## src/core/prm_pkg.sv

```systemverilog
/*
  prm_pkg: constants and types for the pin remap matrix.
  assumes one system clock and a synchronous active-low reset.
*/
package prm_pkg;
  localparam int PRM_FIELD_W = 6;
  localparam int PRM_NUM_PINS = 32;
  localparam int PRM_NUM_IN = 42;
  localparam int PRM_NUM_OUT_FN = 32;
  localparam int PRM_IN_REGS = PRM_NUM_IN / 2;
  localparam int PRM_OUT_REGS = PRM_NUM_PINS / 2;
  localparam int PRM_IDX_W = 5;
  localparam int PRM_LO_POS = 0;
  localparam int PRM_HI_POS = 8;
  localparam logic [5:0] PRM_NULL_CODE = 6'h00;
  localparam logic [5:0] PRM_IN_RESET = 6'h3F;
  localparam logic [5:0] PRM_OUT_RESET = 6'h00;
  localparam logic [5:0] PRM_SPI1_CLK_CODE = 6'h08;
  localparam logic [15:0] PRM_REG_MASK = 16'h3F3F;
  typedef enum logic [1:0] {
    PRM_WR_NONE = 2'b00,
    PRM_WR_IN = 2'b01,
    PRM_WR_OUT = 2'b10,
    PRM_WR_ALT = 2'b11
  } prm_wr_type;
endpackage

```

## src/core/prm_sync.sv

```systemverilog
/*
  prm_sync: three-stage input synchroniser per bit, change taken when
  stages two and three agree.
  assumes inputs come from pins outside the clock domain.
*/
`timescale 1ns/1ns
module prm_sync
  import prm_pkg::*;
#(
  parameter int WIDTH = 32
) (
  input wire logic clock,
  input wire logic rstn,
  input wire logic [WIDTH-1:0] async_in,
  output logic [WIDTH-1:0] sync_out
);
  logic [WIDTH-1:0] s1_r, s2_r, s3_r, q_r;
  logic [WIDTH-1:0] q_nxt;
  always_comb begin
    q_nxt = q_r;
    for (int i = 0; i < WIDTH; i++) begin
      if (s2_r[i] == s3_r[i]) begin
        q_nxt[i] = s3_r[i];
      end
    end
  end
  always_ff @(posedge clock) begin
    if (!rstn) begin
      s1_r <= '0;
      s2_r <= '0;
      s3_r <= '0;
      q_r <= '0;
    end else begin
      s1_r <= async_in;
      s2_r <= s1_r;
      s3_r <= s2_r;
      q_r <= q_nxt;
    end
  end
  assign sync_out = q_r;
endmodule

```

## src/core/prm_matrix.sv

```systemverilog
/*
  prm_matrix: pin remap matrix with input map and output map fields,
  pin ownership priority and the alternate spi clock pin.
  assumes control writes come from same-clock logic as plain ports;
  pin levels and analog/fixed enables arrive from the pad ring.
*/
`timescale 1ns/1ns
module prm_matrix
  import prm_pkg::*;
(
  input wire logic clock,
  input wire logic rstn,
  input wire logic wr_en,
  input wire logic [1:0] wr_sel,
  input wire logic [4:0] wr_index,
  input wire logic [15:0] wr_data,
  input wire logic [4:0] rd_index,
  output logic [15:0] in_map_rd,
  output logic [15:0] out_map_rd,
  output logic alt_spi_clock_map_bit,
  input wire logic [PRM_NUM_PINS-1:0] pin_in,
  input wire logic [PRM_NUM_PINS-1:0] pin_analog_en,
  input wire logic [PRM_NUM_PINS-1:0] port_out,
  input wire logic [PRM_NUM_PINS-1:0] port_direction_setting,
  input wire logic [PRM_NUM_PINS-1:0] parallel_master_port_out,
  input wire logic [PRM_NUM_PINS-1:0] parallel_master_port_oe,
  input wire logic [PRM_NUM_PINS-1:0] fixed_out,
  input wire logic [PRM_NUM_PINS-1:0] fixed_oe,
  input wire logic [PRM_NUM_OUT_FN-1:0] periph_out,
  output logic [PRM_NUM_PINS-1:0] pin_out,
  output logic [PRM_NUM_PINS-1:0] pin_oe,
  output logic [PRM_NUM_PINS-1:0] remap_owned,
  output logic [PRM_NUM_IN-1:0] periph_in,
  output logic fixed_spi_clock_pin_out,
  output logic fixed_spi_clock_pin_oe
);

  //////////////////////////////////////////////////////////////////////
  logic [5:0] in_map_r [PRM_NUM_IN];
  logic [5:0] in_map_nxt [PRM_NUM_IN];
  logic [5:0] out_map_r [PRM_NUM_PINS];
  logic [5:0] out_map_nxt [PRM_NUM_PINS];
  logic alt_r, alt_nxt;
  logic [PRM_NUM_PINS-1:0] pin_sync;
  prm_wr_type wsel;
  assign wsel = prm_wr_type'(wr_sel);

  prm_sync #(.WIDTH(PRM_NUM_PINS)) u_sync (
    .clock(clock),
    .rstn(rstn),
    .async_in(pin_in),
    .sync_out(pin_sync)
  );

  //////////////////////////////////////////////////////////////////////
  // separate sets, each in-range input or output map write sets both fields of one register; an alt write sets only alt_r
  always_comb begin
    alt_nxt = alt_r;
    for (int i = 0; i < PRM_NUM_IN; i++) begin
      in_map_nxt[i] = in_map_r[i];
    end
    for (int p = 0; p < PRM_NUM_PINS; p++) begin
      out_map_nxt[p] = out_map_r[p];
    end
    if (wr_en) begin
      case (wsel)
        PRM_WR_IN: begin
          if (int'(wr_index) < PRM_IN_REGS) begin
            in_map_nxt[2*wr_index] = wr_data[PRM_LO_POS +: PRM_FIELD_W];
            in_map_nxt[2*wr_index+1] = wr_data[PRM_HI_POS +: PRM_FIELD_W];
          end
        end
        PRM_WR_OUT: begin
          if (int'(wr_index) < PRM_OUT_REGS) begin
            out_map_nxt[2*wr_index] = wr_data[PRM_LO_POS +: PRM_FIELD_W];
            out_map_nxt[2*wr_index+1] = wr_data[PRM_HI_POS +: PRM_FIELD_W];
          end
        end
        PRM_WR_ALT: alt_nxt = wr_data[0];
        default: alt_nxt = alt_r;
      endcase
    end
  end

  always_ff @(posedge clock) begin
    if (!rstn) begin
      alt_r <= 1'b0;
      for (int i = 0; i < PRM_NUM_IN; i++) begin
        in_map_r[i] <= PRM_IN_RESET;
      end
      for (int p = 0; p < PRM_NUM_PINS; p++) begin
        out_map_r[p] <= PRM_OUT_RESET;
      end
    end else begin
      alt_r <= alt_nxt;
      for (int i = 0; i < PRM_NUM_IN; i++) begin
        in_map_r[i] <= in_map_nxt[i];
      end
      for (int p = 0; p < PRM_NUM_PINS; p++) begin
        out_map_r[p] <= out_map_nxt[p];
      end
    end
  end

  //////////////////////////////////////////////////////////////////////
  // only digital functions appear in these vectors
  logic [PRM_NUM_PINS-1:0] pin_out_nxt, pin_oe_nxt, owned_nxt;
  logic [PRM_NUM_IN-1:0] periph_in_nxt;
  logic [15:0] in_rd_nxt, out_rd_nxt;

  genvar g;
  generate
    for (g = 0; g < PRM_NUM_PINS; g++) begin : g_pin
      logic [5:0] code;
      logic sel_valid;
      assign code = out_map_r[g];
      // null code and unknown codes stay disconnected
      assign sel_valid = (code != PRM_NULL_CODE)
        && (int'(code) < PRM_NUM_OUT_FN)
        && !(alt_r && code == PRM_SPI1_CLK_CODE);
      // fixed > remap > parallel port > port
      always_comb begin
        owned_nxt[g] = 1'b0;
        if (fixed_oe[g]) begin
          pin_out_nxt[g] = fixed_out[g];
          pin_oe_nxt[g] = 1'b1;
        end else if (sel_valid) begin
          pin_out_nxt[g] = periph_out[code[4:0]];
          pin_oe_nxt[g] = 1'b1;
          owned_nxt[g] = 1'b1;
        end else if (parallel_master_port_oe[g]) begin
          pin_out_nxt[g] = parallel_master_port_out[g];
          pin_oe_nxt[g] = 1'b1;
        end else begin
          pin_out_nxt[g] = port_out[g];
          pin_oe_nxt[g] = !port_direction_setting[g];
        end
      end
    end
    for (g = 0; g < PRM_NUM_IN; g++) begin : g_in
      logic [5:0] src;
      assign src = in_map_r[g];
      // analog pins and out-of-range numbers read zero
      always_comb begin
        if (int'(src) < PRM_NUM_PINS) begin
          periph_in_nxt[g] = pin_sync[src[4:0]]
            && !pin_analog_en[src[4:0]];
        end else begin
          periph_in_nxt[g] = 1'b0;
        end
      end
    end
  endgenerate

  always_comb begin
    in_rd_nxt = 16'h0000;
    out_rd_nxt = 16'h0000;
    if (int'(rd_index) < PRM_IN_REGS) begin
      in_rd_nxt[PRM_LO_POS +: PRM_FIELD_W] = in_map_r[2*rd_index];
      in_rd_nxt[PRM_HI_POS +: PRM_FIELD_W] = in_map_r[2*rd_index+1];
    end
    if (int'(rd_index) < PRM_OUT_REGS) begin
      out_rd_nxt[PRM_LO_POS +: PRM_FIELD_W] = out_map_r[2*rd_index];
      out_rd_nxt[PRM_HI_POS +: PRM_FIELD_W] = out_map_r[2*rd_index+1];
    end
  end

  //////////////////////////////////////////////////////////////////////
  // registered outputs: one cycle after the map registers settle
  always_ff @(posedge clock) begin
    if (!rstn) begin
      pin_out <= '0;
      pin_oe <= '0;
      remap_owned <= '0;
      periph_in <= '0;
      in_map_rd <= 16'h0000;
      out_map_rd <= 16'h0000;
      alt_spi_clock_map_bit <= 1'b0;
      fixed_spi_clock_pin_out <= 1'b0;
      fixed_spi_clock_pin_oe <= 1'b0;
    end else begin
      pin_out <= pin_out_nxt;
      pin_oe <= pin_oe_nxt;
      remap_owned <= owned_nxt;
      periph_in <= periph_in_nxt;
      in_map_rd <= in_rd_nxt;
      out_map_rd <= out_rd_nxt;
      alt_spi_clock_map_bit <= alt_r;
      fixed_spi_clock_pin_out <= alt_r & periph_out[PRM_SPI1_CLK_CODE[4:0]];
      fixed_spi_clock_pin_oe <= alt_r;
    end
  end
endmodule

```

## config.mk

```make
export PLATFORM = sky130hd
export DESIGN_NAME = prm_matrix
export DESIGN_NICKNAME = d
export VERILOG_FILES = /design/src/core/prm_pkg.sv /design/src/core/prm_sync.sv /design/src/core/prm_matrix.sv
export SDC_FILE = /design/constraint.sdc
export NUM_CORES = 2
export LEC_CHECK = 0
export ABC_CLOCK_PERIOD_IN_PS = 3500
export BUFFER_PORTS_ARGS = -buffer_cell sky130_fd_sc_hd__buf_2
export CAP_MARGIN = 25
export CORE_MARGIN = 3
export CORE_UTILIZATION = 25
export CTS_BUF_LIST = sky130_fd_sc_hd__clkbuf_8
export DETAILED_ROUTE_END_ITERATION = 7
export GPL_TIMING_DRIVEN = 0
export PLACE_DENSITY = 0.38
export SLEW_MARGIN = 20
export SYNTH_ARGS = -nofsm -noshare
export SYNTH_HDL_FRONTEND = slang
export SYNTH_HIERARCHICAL = 1
export SYNTH_SLANG_ARGS = --single-unit
```

## constraint.sdc

```tcl
create_clock -name clock -period 3.5 [get_ports clock]
set_input_delay 0.35 -clock clock [delete_from_list [all_inputs] [get_ports clock]]
set_output_delay 0.35 -clock clock [all_outputs]
set_load 0.05 [all_outputs]
```

==> impl_metrics.json <==
{
  "final_util_pct": 31.17,
  "cp_data_arrival_time_ns": 4.42,
  "gr-total-overflow": 0,
  "worst_r2r_endpoint": "pin_out[24]",
  "cts_sinks": 737,
  "place_ws_ns": -0.1910,
  "max_slew_margin_pct": 19.09,
  "violations": "negative setup slack",
  "drc": 0,
  "crit_path_start": "alt_r",
  "grt_first_pass_wirelength_um": 381900,
  "synth_area_mm2": 0.04980,
  "leakage_nw": 21.88,
  "clkTransAtPathRegs_ns": 0.06,
  "cts_buffers": 150,
  "start_util_pct": 25.20,
  "die_w_um": 452.3,
  "synth_warnings": 6,
  "seq_area_frac_synth_pct": 29.62,
  "grt_pass1_vias": 46330,
  "port_buffers": 463,
  "nFillCells": 20680,
  "crit_fanout": 11,
  "finalClockSkew_ns": 0.09615,
  "insertion_delay_ns": 0.99,
  "layout.nets": 5959,
  "cp.required_ns": 4.30,
  "dieArea_mm2": 0.2046,
  "vias": 48030,
  "core_mm2": 0.1976,
  "core.rowCount": 163,
  "grt_max_degree": 17,
  "end_kind": "register",
  "fin_crit_ns": 3.620,
  "synth_cells": 4750,
  "htreeDepth": 4,
  "r2r_cells": 7,
  "synth.avg_cell_area_um2": 10.49,
  "max_freq_mhz": 276.3,
  "p_per_area_mw_per_mm2": 347.3,
  "die_h_um": 452.3,
  "crit_path_start_kind": "register",
  "place_area_mm2": 0.05586,
  "rsz0062_at_grt": "false",
  "synthFlopType": "dfxtp_1",
  "wl_um": 281700,
  "drt-vias-per-instance": 5.713,
  "hpwlAfterDp_um": 210300,
  "fin_crit_sh_pct": 103.4,
  "root_buffer": "clkbuf_8",
  "drv_cap": 0,
  "area_growth_pct": 23.69,
  "antenna_left": 0,
  "drtPass1Iterations": 6,
  "drive_above_1_share_pct": 31.76,
  "grtUsageTotal_pct": 26.61,
  "min_path_type": "in2reg",
  "status": "finished with violations",
  "r2r-start": "alt_r",
  "cts_resized": 0,
  "io_pins": 492,
  "slew_violations": 0,
  "fin_area_mm2": 0.06160,
  "drtIter0Drc": 5411,
  "setup_viol": 2,
  "gp_congestion": 0.9945,
  "hold_viol": 0,
  "async_flop_share_pct": 0,
  "rrSetupSlack_ns": -0.12,
  "ir_drop_uv": 344.9,
  "criticalPathCategory": "reg2reg",
  "clk_path_buf_depth": 3,
  "synth_edf_count": 0,
  "tightest_slew_ns": 1.214,
  "synth.distinct_cells": 64,
  "endpoint": "pin_out[24]",
  "antenna_found_initial": 15,
  "wl_per_cell_um": 33.50,
  "fin_ws_ns": -0.1199,
  "cts_tree": "built",
  "ys_ff_latch": 737
}
==> placed cells by master, fill, tap and decap left out, drive strengths merged, types with 10 or more instances in the layout <==
cell | netlist | layout
nor3 | 87 | 87
clkinv | 0 | 14
a21o | 31 | 31
nor2b | 15 | 15
inv | 3 | 58
nand2b | 121 | 121
mux2 | 89 | 89
diode | 0 | 12
o21ai | 55 | 55
nand3 | 496 | 496
a31oi | 35 | 35
a2111oi | 16 | 16
dfxtp | 737 | 737
o221ai | 43 | 43
buf | 224 | 717
and3 | 10 | 10
and2 | 98 | 98
mux4 | 749 | 749
a211oi | 15 | 15
nand2 | 669 | 669
clkbuf | 479 | 671
mux2i | 200 | 200
nor3b | 14 | 14
a22o | 35 | 35
dlygate4sd3 | 0 | 238
a22oi | 10 | 10
o311a | 20 | 20
nor4 | 33 | 33
o22ai | 41 | 41
a21boi | 32 | 32
a21oi | 173 | 173
nor2 | 148 | 148
nand3b | 20 | 20
==> metrics by stage <==
stage / instances / hold WS, ns / power [mW] / TNS, ns
floorplan: 4757 / 0.4057 / 10.00 / 0
global placement: 7860 / 0.4167 / 11.17 / -264.72
detailed placement: 7886 / 0.4169 / 11.22 / -1.719
CTS: 8391 / 0.0004518 / 21.61 / 0
global route: 8398 / 0.03737 / 22.10 / 0
finish: 8407 / 0.03346 / 21.40 / -0.1307
==> routing by layer <==
metal	wire, um	up-vias	part of all wire, %	track usage, %
met4	16670	4	5.9	13.85
li1	-	19730	-	-
met2	129400	2950	46	42.37
met1	110600	24720	39	33.63
met3	25050	626	8.9	6.090
met5	23	-	0.0082	0
==> Yosys cell counts, types with 12 or more instances <==
cell type | number | share of area, %
mux4_2 | 740 | 33
dfxtp_1 | 737 | 30
nand2_1 | 669 | 5.0
nand3_1 | 496 | 5.0
clkbuf_1 | 470 | 3.5
mux2i_1 | 200 | 4.0
a21oi_1 | 173 | 1.7
nor2_1 | 148 | 1.1
buf_2 | 107 | 1.1
and2_1 | 98 | 1.2
nand2b_1 | 89 | 1.1
buf_1 | 87 | 0.66
mux2_2 | 87 | 2.0
o21ai_0 | 55 | 0.55
nor3_1 | 45 | 0.45
o221ai_1 | 43 | 0.76
nor3_2 | 42 | 0.84
o22ai_1 | 41 | 0.52
a22o_1 | 35 | 0.62
a31oi_1 | 35 | 0.44
nor4_1 | 33 | 0.41
nand2b_4 | 32 | 0.88
a21o_1 | 31 | 0.47
buf_4 | 22 | 0.33
a21boi_1 | 20 | 0.30
nand3b_1 | 20 | 0.30
o311a_1 | 20 | 0.40
a2111oi_0 | 15 | 0.26
a211oi_1 | 15 | 0.23
nor2b_1 | 15 | 0.19
nor3b_1 | 12 | 0.18
==> report_power, final <==
part           total (mW)  internal (mW)  switching (mW)
registers            8.56           8.52          0.0481
clock network        10.1           5.42            4.67
logic                2.75          0.955            1.79
==> final cells by class <==
cell class                      count  area [um2]  area share, %
Antenna cell                       12       30.03        0.04875
Buffer                            703        2968          4.818
Clock buffer                      192        2643          4.290
Clock inverter                     75       634.4          1.030
Inverter                            3       11.26        0.01828
Multi-Input combinational cell   3314       32190          52.25
Sequential cell                   737       14750          23.95
Tap cell                         2640        3303          5.362
Timing Repair Buffer              731        5074          8.236
==> worst min-delay path by stage <==
stage	startpoint	end	slack, ns	cells after the start
2_1_floorplan	u_sync/s1_r[29]	u_sync/s2_r[29]	0.41	1
3_3_place_gp	u_sync/s1_r[17]	u_sync/s2_r[17]	0.42	1
3_5_place_dp	u_sync/s1_r[17]	u_sync/s2_r[17]	0.42	1
4_1_cts	wr_index[4]	in_map_r[0][0]	0.0005	5
5_1_grt	rstn	in_map_rd[3]	0.04	4
6_report	wr_sel[0]	alt_r	0.03	4
==> critical path: stages (launching register included) <==
cell and delay [ns]:
dfxtp_1 0.60, clkbuf_1 0.61, nand2b_1 0.35, a21o_1 0.29, a31o_2 0.26, o41ai_1 0.64, a21oi_1 0.13, dlygate4sd3_1 0.60
==> timing repair <==
action                    4_1_cts  5_1_grt
hold endpoints to repair      293        0
hold buffers                  238        0
setup buffers                   0        0
==> flip-flops by register name (all words and copies together) (netlist names) <==
name and count:
alt_r 1, fixed_spi_clock_pin_oe 1, fixed_spi_clock_pin_out 1, in_map_r 252, in_map_rd 12, out_map_r 192
out_map_rd 12, periph_in 42, pin_oe 32, pin_out 32, remap_owned 32, u_sync/s1_r 32
u_sync/s2_r 32, u_sync/s3_r 32, u_sync/sync_out 32
==> cells by family (layout without fill, tap and decap cells) <==
kind of cell | after synthesis | in the layout | share of synthesized area (%)
other | 1 | 20 | 0.007530
multiplexers | 1038 | 1038 | 39.98
flip-flops | 737 | 737 | 29.62
buffers and inverters | 706 | 1704 | 5.899
AO/OA/AOI/OAI | 538 | 538 | 7.245
AND/OR/NAND/NOR | 1730 | 1730 | 17.24
No activity file was read; power rests on OpenSTA's default activity.
